File: src/hw/gif_consts.svh
// Register map, field layout and timing constants of the input glitch filter
// Summary of operation
// - Low filter register holds 2-bit lengths for inputs 0-15, input n at 2n+1:2n.
// - High filter register holds 2-bit lengths for inputs 16-31, input 16 lowest.
// - Length zero passes the input after the synchronizer only, no extra filtering.
// - Length one needs a new level held one low-power clock sample.
// - Length two needs a new level held three low-power clock samples.
// - Length three needs a new level held eight low-power clock samples.
// - Both filter registers read and write, and reset to all zeros.
`ifndef GIF_CONSTS_SVH
`define GIF_CONSTS_SVH

`define GIF_ADDR_W 16
`define GIF_OFS_FILT_LOW 16'h1508
`define GIF_OFS_FILT_HIGH 16'h150c
`define GIF_FILT_RESET 32'h0000_0000
`define GIF_READ_UNMAPPED 32'h0000_0000
`define GIF_FIELD_W 2
`define GIF_PINS_PER_REG 16
`define GIF_SAMPLES_1 4'h1
`define GIF_SAMPLES_3 4'h3
`define GIF_SAMPLES_8 4'h8
`define GIF_CNT_W 4
`define GIF_CNT_ZERO 4'h0
`define GIF_CNT_ONE 4'h1

`endif

File: src/hw/gif_pkg.sv
// Types shared by the input glitch filter modules
package gif_pkg;

  // Filter length selection held in each 2-bit field
  typedef enum logic [1:0] {
    gif_len_bypass = 2'h0,
    gif_len_one = 2'h1,
    gif_len_three = 2'h2,
    gif_len_eight = 2'h3
  } gif_len_e;

endpackage : gif_pkg

File: src/hw/gif_sync3.sv
// Three-stage synchronizer with second/third stage agreement
`timescale 1ns/1ps
`include "gif_consts.svh"
module gif_sync3
  import gif_pkg::*;
#(
  parameter int WIDTH = 32
) (
  // Clock and reset
  input wire logic core_clk,
  input wire logic reset,
  // Asynchronous pins in, settled level out
  input wire logic [WIDTH-1:0] async_in,
  output logic [WIDTH-1:0] sync_out
);

  logic [WIDTH-1:0] meta_ff;
  logic [WIDTH-1:0] stage2_ff;
  logic [WIDTH-1:0] stage3_ff;
  logic [WIDTH-1:0] sync_ff;
  logic [WIDTH-1:0] agree;
  logic [WIDTH-1:0] nxt_sync;

  // A change counts only once stages two and three agree
  assign agree = ~(stage2_ff ^ stage3_ff);
  assign nxt_sync = (agree & stage3_ff) | (~agree & sync_ff);

  // Stage one feeds stage two only, to keep metastability contained
  always_ff @(posedge core_clk) begin
    if (reset) begin
      meta_ff <= '0;
      stage2_ff <= '0;
      stage3_ff <= '0;
      sync_ff <= '0;
    end else begin
      meta_ff <= async_in;
      stage2_ff <= meta_ff;
      stage3_ff <= stage2_ff;
      sync_ff <= nxt_sync;
    end
  end

  assign sync_out = sync_ff;

endmodule : gif_sync3

File: src/hw/gif_pin_filter.sv
// One input's sample-count glitch filter
`timescale 1ns/1ps
`include "gif_consts.svh"
module gif_pin_filter
  import gif_pkg::*;
(
  // Clock and reset
  input wire logic core_clk,
  input wire logic reset,
  // Low-power clock sample tick and length selection
  input wire logic sample_tick,
  input wire logic [1:0] len_sel,
  // Synchronized level in, filtered level out
  input wire logic sync_in,
  output logic filt_out
);

  logic filt_ff;
  logic [`GIF_CNT_W-1:0] cnt_ff;
  logic [`GIF_CNT_W-1:0] need;
  logic [`GIF_CNT_W-1:0] cnt_inc;
  logic [`GIF_CNT_W-1:0] nxt_cnt;
  logic nxt_filt;
  logic differ;
  logic reached;
  logic bypass;

  // Required count from the length field
  always_comb begin
    case (gif_len_e'(len_sel))
      gif_len_one: need = `GIF_SAMPLES_1;
      gif_len_three: need = `GIF_SAMPLES_3;
      gif_len_eight: need = `GIF_SAMPLES_8;
      default: need = `GIF_CNT_ZERO;
    endcase
  end

  assign bypass = (gif_len_e'(len_sel) == gif_len_bypass);
  assign differ = (sync_in != filt_ff);
  assign cnt_inc = cnt_ff + `GIF_CNT_ONE;
  assign reached = sample_tick && (cnt_inc >= need);

  // Counter restarts on any agreement, so a glitch shorter than the length is lost
  assign nxt_cnt = (!differ || bypass) ? `GIF_CNT_ZERO :
                   reached ? `GIF_CNT_ZERO :
                   sample_tick ? cnt_inc : cnt_ff;
  assign nxt_filt = bypass ? sync_in :
                    (differ && reached) ? sync_in : filt_ff;

  // Filter state
  always_ff @(posedge core_clk) begin
    if (reset) begin
      cnt_ff <= `GIF_CNT_ZERO;
      filt_ff <= 1'b0;
    end else begin
      cnt_ff <= nxt_cnt;
      filt_ff <= nxt_filt;
    end
  end

  assign filt_out = filt_ff;

endmodule : gif_pin_filter

File: src/hw/gif_top.sv
// Input glitch filter top: register port, synchronizers and per-pin filters
`timescale 1ns/1ps
`include "gif_consts.svh"
module gif_top
  import gif_pkg::*;
#(
  parameter int NUM_PINS = 32
) (
  // Clock and reset
  input wire logic core_clk,
  input wire logic reset,
  // Register port
  input wire logic [`GIF_ADDR_W-1:0] reg_addr,
  input wire logic [31:0] reg_wdata,
  input wire logic reg_wr,
  input wire logic reg_rd,
  output logic [31:0] reg_rdata,
  // Low-power peripheral clock, used as an asynchronous sample source
  input wire logic low_power_peripheral_clock,
  // Port input pins and filtered levels
  input wire logic [NUM_PINS-1:0] port_input_pin,
  output logic [NUM_PINS-1:0] port_input_filtered
);

  ////////////////////////////////////////////////////////////////////////////
  // Register file

  logic [31:0] filt_low_ff;
  logic [31:0] filt_high_ff;
  logic [31:0] rdata_ff;
  logic [31:0] nxt_rdata;
  logic sel_low;
  logic sel_high;

  assign sel_low = (reg_addr == `GIF_OFS_FILT_LOW);
  assign sel_high = (reg_addr == `GIF_OFS_FILT_HIGH);
  // Unmapped addresses read as zero and ignore writes
  assign nxt_rdata = !reg_rd ? `GIF_READ_UNMAPPED :
                     sel_low ? filt_low_ff :
                     sel_high ? filt_high_ff : `GIF_READ_UNMAPPED;

  // Writes land in one cycle; reads answer the next cycle only
  always_ff @(posedge core_clk) begin
    if (reset) begin
      filt_low_ff <= `GIF_FILT_RESET;
      filt_high_ff <= `GIF_FILT_RESET;
      rdata_ff <= `GIF_READ_UNMAPPED;
    end else begin
      if (reg_wr && sel_low) begin
        filt_low_ff <= reg_wdata;
      end
      if (reg_wr && sel_high) begin
        filt_high_ff <= reg_wdata;
      end
      rdata_ff <= nxt_rdata;
    end
  end

  assign reg_rdata = rdata_ff;

  ////////////////////////////////////////////////////////////////////////////
  // Low-power clock sampling

  logic [NUM_PINS:0] sync_all;
  logic lp_prev_ff;
  logic sample_tick;

  // The slow clock goes through the same synchronizer as the pins
  gif_sync3 #(
    .WIDTH(NUM_PINS + 1)
  ) u_sync (
    .core_clk(core_clk),
    .reset(reset),
    .async_in({low_power_peripheral_clock, port_input_pin}),
    .sync_out(sync_all)
  );

  // One sample per rising edge of the low-power clock
  always_ff @(posedge core_clk) begin
    if (reset) begin
      lp_prev_ff <= 1'b0;
    end else begin
      lp_prev_ff <= sync_all[NUM_PINS];
    end
  end

  assign sample_tick = sync_all[NUM_PINS] && !lp_prev_ff;

  ////////////////////////////////////////////////////////////////////////////
  // Per-pin filters

  logic [63:0] len_all;
  assign len_all = {filt_high_ff, filt_low_ff};

  genvar gi;
  generate
    for (gi = 0; gi < NUM_PINS; gi++) begin : g_pin
      gif_pin_filter u_filt (
        .core_clk(core_clk),
        .reset(reset),
        .sample_tick(sample_tick),
        .len_sel(len_all[`GIF_FIELD_W*gi +: `GIF_FIELD_W]),
        .sync_in(sync_all[gi]),
        .filt_out(port_input_filtered[gi])
      );
    end
  endgenerate

endmodule : gif_top

File: config.mk
export PLATFORM = sky130hd
export DESIGN_NAME = gif_top
export DESIGN_NICKNAME = d
export VERILOG_FILES = /design/src/hw/gif_pkg.sv /design/src/hw/gif_sync3.sv /design/src/hw/gif_pin_filter.sv /design/src/hw/gif_top.sv
export VERILOG_INCLUDE_DIRS = /design/src /design/src/hw
export SDC_FILE = /design/constraint.sdc
export NUM_CORES = 1
export LEC_CHECK = 0
export BUFFER_PORTS_ARGS = -buffer_cell sky130_fd_sc_hd__buf_2
export CAP_MARGIN = 20
export CORE_UTILIZATION = 41
export DETAILED_ROUTE_END_ITERATION = 16
export GPL_ROUTABILITY_DRIVEN = 0
export HOLD_SLACK_MARGIN = 0.1
export SLEW_MARGIN = 20
export SYNTH_ARGS = -nofsm -noshare
export SYNTH_HDL_FRONTEND = slang
export SYNTH_SLANG_ARGS = --single-unit
File: constraint.sdc
create_clock -name core_clk -period 2.2 [get_ports core_clk]
set_clock_uncertainty 0.05 [all_clocks]
set_input_delay 0 -clock core_clk [delete_from_list [all_inputs] [get_ports core_clk]]
set_output_delay 0 -clock core_clk [all_outputs]
set_load 0.03 [all_outputs]
==> results.md, run 1 <==
Yosys:
- Sorting the synthesized cells by area gives the leading types as sky130_fd_sc_hd__dfxtp_1 41%, sky130_fd_sc_hd__ha_1 15%, sky130_fd_sc_hd__xnor2_1 5.9%.
- In the synthesized netlist the dominant register cell turns out to be sky130_fd_sc_hd__dfxtp_1.
- The count of yosys warnings during synthesis is 0.
- The average instance in the mapped netlist occupies 9.01 sq um.
- Synthesis produced a netlist whose cell count is 2,095.
- The flip-flop and latch count after synthesis is 389.
- In the synthesized netlist the async set-or-reset flop fraction comes to 0.
- The synthesized cell area is 18,900 sq um.
- The top-area cell type share of the netlist area is 0.412.
- The number of enable-type register cells in the synthesized netlist is 0.
- Yosys instantiated no cell more often than sky130_fd_sc_hd__dfxtp_1.
- The number of nets handed over by synthesis was 2,404.
- Counting instances in the post-synthesis netlist gives the leading cell types as 389 x sky130_fd_sc_hd__dfxtp_1, 224 x sky130_fd_sc_hd__ha_1, 193 x sky130_fd_sc_hd__a21oi_1.
- The number of different library cells used by synthesis comes to 30.
- The library cell with the largest summed area after synthesis is sky130_fd_sc_hd__dfxtp_1.
- Of the synthesized area, sequential elements account for 0.412.

Clock tree:
- The clock insertion delay at the later pin of the skew report is 0.59 ns.
- The clock buffer count from CTS is 44.
- TritonCTS built the clock tree.
- The CTS H-tree depth is 2.
- After clock tree synthesis, the clock-pin slew on the worst setup and hold paths is 0.06 ns.
- The tree built by TritonCTS fans out to 389 sinks.
- The clock tree root buffer cell is sky130_fd_sc_hd__clkbuf_16.
- The longest clock path from root to sink contains 3 buffers.
- The number of buffers inserted by post-CTS setup repair is 0.

Setup path:
- Of all nets on the critical path, the largest fanout is 32.
- Among all stages on the critical path, the largest delay is contributed by sky130_fd_sc_hd__dlygate4sd3_1.
- The largest single stage delay on the critical path is 0.56 ns.
- The worst register-to-register path has a depth of 6.
- The worst-case register-to-register setup slack is 0.17 ns.
- The worst setup path is captured at a flip-flop.
- Among the stages of the critical path, the cell type that occurs most often is sky130_fd_sc_hd__dlygate4sd3_1.
- The terminus of the critical flop-to-flop path is g_pin[24].u_filt.cnt_ff[3]$_SDFFE_PP0P_.
- Counting both buffers and inverters, the worst setup path holds a total of 5.
- STA puts the critical path data arrival time at 2.55 ns.
- The data required time of the worst path is 2.66 ns.
- The critical path goes through dlygate4sd3_1, buf_2, nor2b_2, buf_6, nand3_1, dlygate4sd3_1, a21oi_1, dlygate4sd3_1.
- The type of the setup path with the least slack is primary input to flip-flop.
- In this run the number of cells on the critical path is 8.
- The worst setup path is launched from a primary input.
- The gate family responsible for the most delay along the worst path is buffers and inverters.
- The worst register-to-register path begins at g_pin[24].u_filt.cnt_ff[0]$_SDFFE_PP0P_.

Timing:
- The worst slew margin relative to its limit is 0.549.
- Setup repair after global routing left no endpoint under its margin.
- The number of slew-limit violations in the final report came to 0.
- The number of endpoints failing setup at the final stage is 0.
- At the pin with the least slew margin, the transition time is 0.677 ns.
- The fmax is 479 MHz.
- The final number of hold-violating endpoints is 0.
- The final critical delay including setup and external delays is 2.09 ns.
- The total negative setup slack is 0 ns.
- The portion of the clock cycle consumed by the worst path in the final layout is 0.950.

Placement:
- The number of instances in the placed design is 2,749.
- The wire-length estimate of the detail-placed layout is 29,500 um.
- The number of buffer cells added on primary ports is 148.
- The placed instances occupy a cell area of 20,000 sq um.

Detailed routing:
- The average wire per standard cell is 14.7 um.
- In this run the remaining antenna-violating nets after routing total 0.
- The routed via count divided by cell count is 4.92.
- The detailed-route wire length is 43,200 um.
- For this block, the initial DRC count from the detailed router was 626.
- The via count is 14,500.
- The pre-antenna-repair detailed-routing pass consisted of 5 iterations.
- The DRC violation count after routing is 0.

Floorplanning:
- The die footprint is 46,900 sq um.
- The row count is 78.
- The starting density of the core is 0.416.
- The area of the core is 45,400 sq um.
- Measured along the y axis, the die boundary spans 217 um.
- The die boundary width is 217 um.
- The number of primary I/O pins is 149.

Job:
- The max capacitance violation total is 0.

Cells and area:
- The final net count is 2,615.
- In the final layout, the share of cells above drive strength 1 is 0.142.
- Summing all non-filler instances in the final layout gives an area of 22,700 sq um.
- From synthesis to final layout, the design area changed by 20.3%.
- The finished layout holds 2,942 standard cells, fillers aside.

Power and ir drop:
- The switching share of power is 0.220.
- The static leakage power is 0.00872 uW.
- The share of total power in the clock network is 0.491.
- The combinational fraction of design power is 0.032.
- VDD sags by at most 665 uV.
- The internal power contribution is 11,700 uW.
- The power share of the sequential group is 0.477.
- In this run the power density over the cells is 661 nW/um^2.
- Summed over all nets, the switching power comes to 3300 uW.

Global routing:
- The initial antenna violation count is 1.
- The number of global-route vias before repair is 14,200.
- The maximum number of pins on one net before global-route repair is 89.
- The total congestion overflow after global routing is 0.
- The first global-routing pass estimated 71,400 um of wire.
- For this run, the total global-route usage over all layers was measured as 0.186.

Hold path:
- Along the worst hold path, the cell count comes to 3.
- The hold path startpoint is port_input_pin[13].
- The path class of the tightest hold or removal check is primary input to flip-flop.
- The worst-case hold path end point is u_sync.meta_ff[13]$_SDFF_PP0_.

Run status:
- The flow ran to the end, and the final reports show no timing, DRC or antenna violations.
## how the worst max path moves through the flow
stage	from	endpoint	slack (ns)
4_1_cts	filt_high_ff[24]$_SDFFE_PP0P_	g_pin[28].u_filt.cnt_ff[1]$_SDFFE_PP0P_	0.04
2_1_floorplan	g_pin[24].u_filt.cnt_ff[0]$_SDFFE_PP0P_	g_pin[24].u_filt.cnt_ff[1]$_SDFFE_PP0P_	0.37
5_1_grt	filt_high_ff[16]$_SDFFE_PP0P_	g_pin[24].u_filt.cnt_ff[3]$_SDFFE_PP0P_	0.0004
6_report	reg_addr[2]	filt_low_ff[25]$_SDFFE_PP0P_	0.11
3_5_place_dp	filt_high_ff[24]$_SDFFE_PP0P_	g_pin[28].u_filt.cnt_ff[1]$_SDFFE_PP0P_	0.07
3_3_place_gp	filt_high_ff[24]$_SDFFE_PP0P_	g_pin[28].u_filt.cnt_ff[1]$_SDFFE_PP0P_	0.11
## layout make-up
cell class,instances,area [sq um]
fill,4211,22700
antenna,1,2.50
clock inverter,20,219
clock buffer,61,1240
inverter,128,480
sequential,389,7790
multi-input combinational,1461,10100
tap,600,751
timing repair buffer,282,2140
## timing repair
action	CTS	global route
gates resized for setup	0	45
endpoints found under the setup margin	0	117
endpoints found under the hold margin	243	0
hold buffers	111	0
## registers in the layout, indices dropped and copies added (netlist names), named ones only
| register | count |
|---|---|
| u_sync.meta_ff | 33 |
| filt_high_ff | 32 |
| u_sync.stage2_ff | 33 |
| reg_rdata | 32 |
| filt_low_ff | 32 |
| u_sync.stage3_ff | 33 |
| lp_prev_ff | 1 |
| g_pin.u_filt.cnt_ff | 128 |
| g_pin.u_filt.filt_out | 32 |
## logic make-up after synthesis
kind of cell               Yosys count  share of synthesized area
adders and majority gates          224                      0.148
xor gates and xnor gates           192                     0.0891
AOI/OAI and AO/OA                  418                      0.121
DFF                                389                      0.412
buffers and inverters              245                     0.0584
and+or+nand+nor                    627                      0.170
## metrics by stage
stage	setup WS [ns]	power [uW]	utilization	hold slack [ns]
after floorplan	0.367	7460	-	0.0782
after global placement	0.112	7650	0.442	0.160
after detailed placement	0.0724	7650	0.442	0.165
after CTS	0.0411	15200	0.498	0.103
after global routing	0.000399	15600	0.500	0.159
final	0.111	15000	0.500	0.143
## power groups by stage
stage	Sequential (uW)	Clock, uW	Combinational [uW]
floorplan	7300	0	165
global placement	7310	0	338
detailed placement	7310	0	342
CTS	7150	7590	484
global route	7160	7900	523
finish	7150	7370	484
## worst min-delay path: cells and delay by family
| kind | cells | cell delay [ns] |
|---|---|---|
| buffers and inverters | 2 | 0.62 |
| and+or+nand+nor | 1 | 0.10 |
## metal layers
| layer | wire length, um | up-vias | track usage |
|---|---|---|---|
| met2 | 21100 | 245 | 0.327 |
| met4 | 1010 | 0 | 0.0585 |
| met3 | 1870 | 66 | 0.0302 |
| met1 | 19200 | 6784 | 0.232 |
| li1 | - | 7382 | - |
| met5 | 0 | - | 0 |
## cell usage in the layout (no fill, tap or decap), types with 33 or more instances in the layout
| cell type | Yosys | final |
|---|---|---|
| sky130_fd_sc_hd__a21oi_1 | 193 | 193 |
| sky130_fd_sc_hd__buf_2 | 21 | 147 |
| sky130_fd_sc_hd__clkbuf_16 | 0 | 44 |
| sky130_fd_sc_hd__dfxtp_1 | 389 | 389 |
| sky130_fd_sc_hd__dlygate4sd3_1 | 0 | 111 |
| sky130_fd_sc_hd__ha_1 | 224 | 224 |
| sky130_fd_sc_hd__inv_1 | 128 | 128 |
| sky130_fd_sc_hd__nand2_1 | 130 | 130 |
| sky130_fd_sc_hd__nand2b_1 | 34 | 33 |
| sky130_fd_sc_hd__nand3_1 | 96 | 96 |
| sky130_fd_sc_hd__nor2_1 | 160 | 160 |
| sky130_fd_sc_hd__nor2b_1 | 102 | 100 |
| sky130_fd_sc_hd__o21ai_0 | 161 | 134 |
| sky130_fd_sc_hd__xnor2_1 | 128 | 128 |
| sky130_fd_sc_hd__xor2_1 | 64 | 64 |
(Power assumes the default switching activity.)
==> run 2: changes to the inputs <==
SYNTH_HIERARCHICAL = 1   (was default)
==> results.md, run 2 <==
Timing:
- The smallest clock period supported by the final layout is computed as 2.13 ns.
- In the post-route analysis, the smallest setup slack over all paths is 0.0709 ns.
- Setup violations remaining at the end of the flow were counted as 0.
- Derived from the worst setup path, the maximum achievable clock frequency is 470 MHz.
- Of the available clock period, the critical path in the final layout requires 0.968.
- The number of slew-limit violations in the final report is 0.
- After routing, the total negative slack on setup checks comes to 0 ns.
- Measured against its own limit, the worst slew margin works out to 0.730.
- The tightest hold path in the finished design has a slack of 0.120 ns.
- For the pin with the worst max-slew slack, the measured transition is 0.404 ns.
- The final number of hold-violating endpoints is 0.

Floorplanning:
- The die covers 46,700 sq um.
- The area of the core is 45,300 sq um.
- The starting density of the core is 0.415.
- During I/O placement, the number of pins put on the boundary was 149.
- From bottom edge to top edge, the die measures 216 um.
- The row count is 78.
- The die boundary width is 216 um.

Placement:
- The worst setup timing slack at the placement stage is -0.0434 ns.
- The detailed placement HPWL is 29,800 um.
- The number of buffer cells added on primary ports is 148.
- Counting tap cells, the placed design contains a total of 2,737 instances.

Job:
- The max capacitance violation total is 0.

Yosys:
- Counting flops with a built-in enable in the synthesized netlist gives 0.
- The synthesized cell area is 18,800 sq um.
- The synthesized area per cell is 9.70 sq um.
- The synthesized netlist contains 29 unique library cells.
- The most frequent cell after synthesis is sky130_fd_sc_hd__dfxtp_1.
- The dominant combinational cell family by area after synthesis is adder cells.
- The library cell with the largest summed area after synthesis is sky130_fd_sc_hd__dfxtp_1.
- The Yosys step of the flow raised 6 warnings.
- The top-area cell type share of the netlist area is 0.414.
- The complex-gate fraction of the synthesized area was 0.126.
- The flip-flop and latch count after synthesis is 389.
- The portion of synthesized area spent on multiplexers is 0.0341.
- For this run, the register share of the synthesized area comes to 0.414.
- After technology mapping, the gate count stands at 1,937.
- The most used flip-flop cell after synthesis is sky130_fd_sc_hd__dfxtp_1.
- After synthesis, the most frequently instantiated cells are 389 x sky130_fd_sc_hd__dfxtp_1, 224 x sky130_fd_sc_hd__ha_1, 129 x sky130_fd_sc_hd__a21oi_1.
- The fraction of registers with async set/reset is 0.
- The xor/xnor share of the synthesized area is 0.0895.
- Sorting the synthesized cells by area gives the leading types as sky130_fd_sc_hd__dfxtp_1 41%, sky130_fd_sc_hd__ha_1 15%, sky130_fd_sc_hd__xnor2_1 4.5%.
- Of the total synthesized cell area, the portion taken by full adders, half adders and majority gates is 0.149.
- Of the total synthesized cell area, the portion taken by AND, OR, NAND and NOR gates is 0.147.
- The net count after synthesis is 2,246.

Setup path:
- In this run the worst path has a maximum fanout of 4.
- The type of the setup path with the least slack is flip-flop to flip-flop.
- STA classifies the critical path endpoint as a flip-flop.
- The worst setup path is launched from a flip-flop.
- For the worst setup path, the data required time is 2.66 ns.
- The data arrival time of the critical path is 2.59 ns.

Cells and area:
- The register with the most flip-flops in the layout has 128 of them.
- The most frequent standard cell in the layout excluding fill and tap cells is sky130_fd_sc_hd__dfxtp_1.
- The count of cells in the finished layout, fillers not included, comes to 2,964.
- The signed area change from the synthesized netlist to the final layout is 30.8%.
- In the final layout, the share of cells above drive strength 1 is 0.226.
- Ranked by flip-flop count, first place goes to g_pin.u_filt/cnt_ff.
- In the layout the commonest cells are 310 x sky130_fd_sc_hd__dfxtp_1, 189 x sky130_fd_sc_hd__ha_1, 147 x sky130_fd_sc_hd__buf_2, 133 x sky130_fd_sc_hd__dlygate4sd3_1.
- The filler cells instantiated in the layout total 4,024.
- The final net count is 2,636.

Power and ir drop:
- The power per cell area is 604 nW/um^2.
- The peak supply drop is 557 uV.
- For this design the static power due to leakage is 0.00952 uW.
- After layout, the design draws a total of 14,800 uW.

Detailed routing:
- The via count is 14,800.
- In the routed design, unresolved DRC markers number 0.
- The detail route stage leaves a number of antenna-violating nets equal to 0.
- The number of iterations in the first detailed-routing pass is 7.
- After detailed routing, the average wire length per cell comes to 14.7 um.
- The routed design has 43,500 um of wire.
- In the routed layout, each cell is associated on average with a via count of 4.99.
- The initial DRC count is 550.

Clock tree:
- TritonCTS built the clock tree.
- The root buffer cell chosen for the clock tree is sky130_fd_sc_hd__clkbuf_16.
- The CTS H-tree depth is 2.
- The clock sink count is 389.
- The clock insertion delay at the later pin of the skew report is 0.59 ns.
- The clock buffer count from CTS is 44.
- Clock-pin slew was measured on the worst setup and hold paths at 0.06 ns.
- The number of buffers between clock root and the deepest sink is 3.

Global routing:
- The total overflow left after global routing is 0.
- Entering global routing, the biggest net connects 74 pins.
- The number of global-route vias before repair is 14,800.
- The wire length of the first global-routing pass is 70,700 um.
- The total track usage is 0.184.
- The initial antenna violation count came to 5.

Run status:
- The flow ran to the end, and the final reports show no timing, DRC or antenna violations.

Hold path:
- The worst min-delay path category is primary input to flip-flop.
run 2: layout make-up:
cell class	count	area, sq um	share of cell area
multi-input cells	1364	10900	0.443
repair buffers	400	3140	0.128
clock inverters	18	168	0.00682
clock buffers	60	1260	0.0513
inverters	128	480	0.0195
flip-flops and latches	389	7890	0.321
well taps	600	751	0.0305
diodes	5	12.5	0.000509
run 2: repair_timing:
| item | 4_1_cts | 5_1_grt |
|---|---|---|
| buffers inserted | 0 | 12 |
| gates cloned | 0 | 0 |
| endpoints found under the hold margin | 241 | 0 |
| hold buffers | 133 | 0 |
| pin swaps | 30 | 159 |
| endpoints found under the setup margin | 84 | 132 |
| resized for setup | 1 | 185 |
run 2: worst max-delay path, cell delays in order, from the launching register on:
cell and delay (ns):
sky130_fd_sc_hd__dfxtp_2 0.34, sky130_fd_sc_hd__inv_2 0.04, sky130_fd_sc_hd__ha_4 0.22, sky130_fd_sc_hd__ha_1 0.29, sky130_fd_sc_hd__nand2b_4 0.14, sky130_fd_sc_hd__a2111o_1 0.37
sky130_fd_sc_hd__a2111o_1 0.48, sky130_fd_sc_hd__nor2_1 0.12
run 2: metrics by stage:
stage                util  cell area [sq um]
detailed placement  0.464              21000
finish              0.543              24600
floorplan               -              18800
global placement    0.464              21000
global route        0.543              24600
CTS                 0.525              23800
run 2: power by group:
part	switching (uW)	internal [uW]
registers	29.0	7120
clock network	3030	4160
logic	228	280
run 2: worst paths after layout:
| path | to | slack [ns] | start | cells after the start |
|---|---|---|---|---|
| setup / recovery | g_pin[21].u_filt/cnt_ff[2]$_SDFFE_PP0P_ | 0.07 | filt_high_ff[11]$_SDFFE_PP0P_ | 7 |
| hold reg to reg | u_sync/stage2_ff[29]$_SDFF_PP0_ | 0.39 | u_sync/meta_ff[29]$_SDFF_PP0_ | 1 |
| setup reg to reg | g_pin[21].u_filt/cnt_ff[2]$_SDFFE_PP0P_ | 0.07 | filt_high_ff[11]$_SDFFE_PP0P_ | 7 |
| hold / removal | filt_low_ff[7]$_SDFFE_PP0P_ | 0.12 | reg_addr[14] | 6 |
run 2: cell families (layout without fill, tap and decap cells):
group / after synthesis / count (layout)
flops: 389 / 389
buf+inv: 184 / 606
mux: 64 / 64
compound gates: 354 / 354
fa+ha+maj: 224 / 224
simple gates: 530 / 530
other cells: 0 / 5
xor+xnor: 192 / 192
run 2: layer usage:
metal,vias up,share of wire,GRT usage
li1,7443,-,-
met1,6997,0.43,0.220
met2,293,0.49,0.326
met3,67,0.056,0.0392
met4,0,0.024,0.0631
met5,-,0,0
==> run 3: changes to the inputs <==
BUFFER_PORTS_ARGS = -buffer_cell sky130_fd_sc_hd__buf_4   (was -buffer_cell sky130_fd_sc_hd__buf_2)
clock period = 2 ns   (was 2.2 ns; I/O delays follow)
==> results.md, run 3 (synthesis results as in run 2) <==
Clock tree:
- TritonCTS built the clock tree.
- The tree built by TritonCTS fans out to 389 sinks.
- Counting the buffers created by CTS gives 44.
- The number of buffers between clock root and the deepest sink is 3.
- The clock insertion delay at the later pin of the skew report is 0.57 ns.
- The clock tree root buffer cell is sky130_fd_sc_hd__clkbuf_16.
- Clock-pin slew was measured on the worst setup and hold paths at 0.06 ns.
- CTS built an H-tree with a depth of 2.

Global routing:
- The total congestion overflow after global routing is 0.
- Across every metal layer, demand over resource in global routing totals 0.199.
- The initial antenna violation count is 3.
- The maximum number of pins on one net before global-route repair is 65.
- The wire length of the first global-routing pass is 76,300 um.
- The number of global-route vias before repair is 15,600.

Detailed routing:
- The average wire per standard cell is 15.3 um.
- For this block, wires on met1 add up to 19,400 um.
- The met2 wirelength from detailed routing is 22,800 um.
- In this run the remaining antenna-violating nets after routing total 0.
- In the routed layout, each cell is associated on average with a via count of 5.03.
- Summed over all layers, the routed wires come to 46,200 um.
- For this run, the detailed router's first-pass iteration total came to 7.
- After detailed routing, the number of remaining DRC violations is 0.
- The sum of met3 wire segment lengths after detailed routing is 2690 um.
- The detailed router placed 15,100 vias in this run.
- The highest layer used for signal routing is met5.
- The initial DRC count is 609.

Run status:
- The checks that failed: negative setup slack.
- The flow ran to the end, but the final reports show violations.

Floorplanning:
- The row count is 78.
- The die is 216 um tall.
- The starting density of the core is 0.415.
- In this run the standard cell core region covers 45,300 sq um.
- 149 I/O pins were placed.
- In this run the horizontal extent of the chip is 216 um.
- The die footprint is 46,700 sq um.

Timing:
- Setup repair after global routing could not meet its margin everywhere.
- In the final timing run, aggregate negative setup slack is -1.40 ns.
- The number of slew-limit violations in the final report is 0.
- Setup slack on the critical path of the routed design comes to -0.0686 ns.
- The smallest clock period supported by the final layout is computed as 2.07 ns.
- The fmax is 483 MHz.
- The number of endpoints failing setup at the final stage is 62.
- The portion of the clock cycle consumed by the worst path in the final layout is 1.03.
- The final number of hold-violating endpoints came to 0.
- The worst pin sits at a relative slew slack of 0.386.
- The transition time at the pin with the least slew margin is 0.921 ns.

Setup path:
- On the critical path, the stage with the largest delay is an instance of sky130_fd_sc_hd__a2111o_1.
- The maximum fanout encountered on the critical timing path is 4.
- The largest stage delay on the critical path is 0.43 ns.
- The data required time of the worst path is 2.44 ns.
- The critical path goes through inv_2, ha_4, ha_4, nand2b_4, a2111o_1, a2111o_1, nor2_1.
- At the worst endpoint, the arrival time is 2.51 ns.
- The critical path in this run is classified as flip-flop to flip-flop.
- The type of origin of the critical path is a flip-flop.
- The worst setup path is captured at a flip-flop.

Cells and area:
- More flip-flops sit in one register than any other, and that register is g_pin.u_filt/cnt_ff.
- From synthesis to final layout, the design area changed by 41.5%.
- The library cells used most frequently in the layout, excluding fill and tap cells, are 276 x sky130_fd_sc_hd__buf_4, 273 x sky130_fd_sc_hd__dfxtp_1, 127 x sky130_fd_sc_hd__nor2_1, 125 x sky130_fd_sc_hd__dlygate4sd3_1, 119 x sky130_fd_sc_hd__a21oi_1.
- The register with the most flip-flops in the layout has 128 of them.
- In the final layout, the share of cells above drive strength 1 is 0.312.
- At the end of the flow, the number of nets in the layout was 2,685.
- The library cell used most frequently in the layout, excluding fill and tap cells, is sky130_fd_sc_hd__buf_4.
- The fraction of the core area covered by cells at the end of the flow is 0.587.

Power and ir drop:
- The static leakage power is 0.00989 uW.
- Power spread over the standard cell area amounts to 636 nW/um^2.
- The peak supply drop is 653 uV.

Job:
- The max capacitance violation total is 0.

Hold path:
- The worst min-delay path category is primary input to flip-flop.

Placement:
- Detailed placement finished with a half-perimeter wire length of 30,500 um.
- Buffers placed on the I/O ports in this run total 148.
## run 3: cell count changes in the layout (fill, tap and decap cells not counted), sizes merged
cell	previous run	this run
clkinv	16	9
diode	5	1
bufinv	1	5
clkbuf	60	64
inv	129	130
dlygate4sd3	133	125
dlymetal6s4s	0	3
buf	267	321
## run 3: routing by layer
metal | track usage | vias to the layer above
li1 | - | 7516
met1 | 0.235 | 7203
met4 | 0.0725 | 4
met2 | 0.352 | 333
met3 | 0.0459 | 91
met5 | 0 | -
## run 3: critical path: cells and delay by family, from the launching register on
family,cells,cell delay [ns]
AO/OA/AOI/OAI,2,0.83
adder cells (fa/ha/maj),2,0.46
buffers and inverters,1,0.05
flip-flops,1,0.33
AND/OR/NAND/NOR,2,0.27
## run 3: worst paths after layout
path	from	endpoint	slack [ns]	depth (start not counted)
max	filt_low_ff[7]$_SDFFE_PP0P_	g_pin[3].u_filt/cnt_ff[1]$_SDFFE_PP0P_	-0.07	7
min	port_input_pin[13]	u_sync/meta_ff[13]$_SDFF_PP0_	0.14	3
min reg2reg	u_sync/meta_ff[0]$_SDFF_PP0_	u_sync/stage2_ff[0]$_SDFF_PP0_	0.38	1
max reg2reg	filt_low_ff[7]$_SDFFE_PP0P_	g_pin[3].u_filt/cnt_ff[1]$_SDFFE_PP0P_	-0.07	7
## run 3: power breakdown
part           total (uW)  internal, uW  switching [uW]
logic                 620           355             265
registers            7860          7830            31.8
clock network        8440          5210            3240
total               16900         13400            3530
## run 3: layout make-up
type / count / area [sq um]
timing repair buffer: 449 / 4000
clock buffer: 64 / 1320
sequential: 389 / 7940
inverter: 128 / 483
multi-input combinational: 1364 / 11900
tap: 600 / 751
fill: 3815 / 18700
clock inverter: 16 / 213
antenna: 1 / 2.50
## run 3: metrics by stage
step | cells | total power, uW | setup WS [ns] | hold WS, ns | instance area, sq um
final | 3011 | 16900 | -0.0686 | 0.135 | 26600
after global routing | 3010 | 17600 | -0.142 | 0.123 | 26600
after CTS | 3001 | 17100 | -0.0514 | 0.101 | 26300
after detailed placement | 2786 | 8470 | -0.236 | 0.165 | 21700
after global placement | 2786 | 8470 | -0.201 | 0.163 | 21700
after floorplan | 1937 | 8210 | -1.36 | 0.0782 | 18800
## run 3: repair_timing
item,in CTS,in global routing
buffers inserted,8,12
endpoints found under the hold margin,237,0
endpoints found under the setup margin,155,178
hold buffers,129,0
pin swaps,194,48
resized for setup,332,67
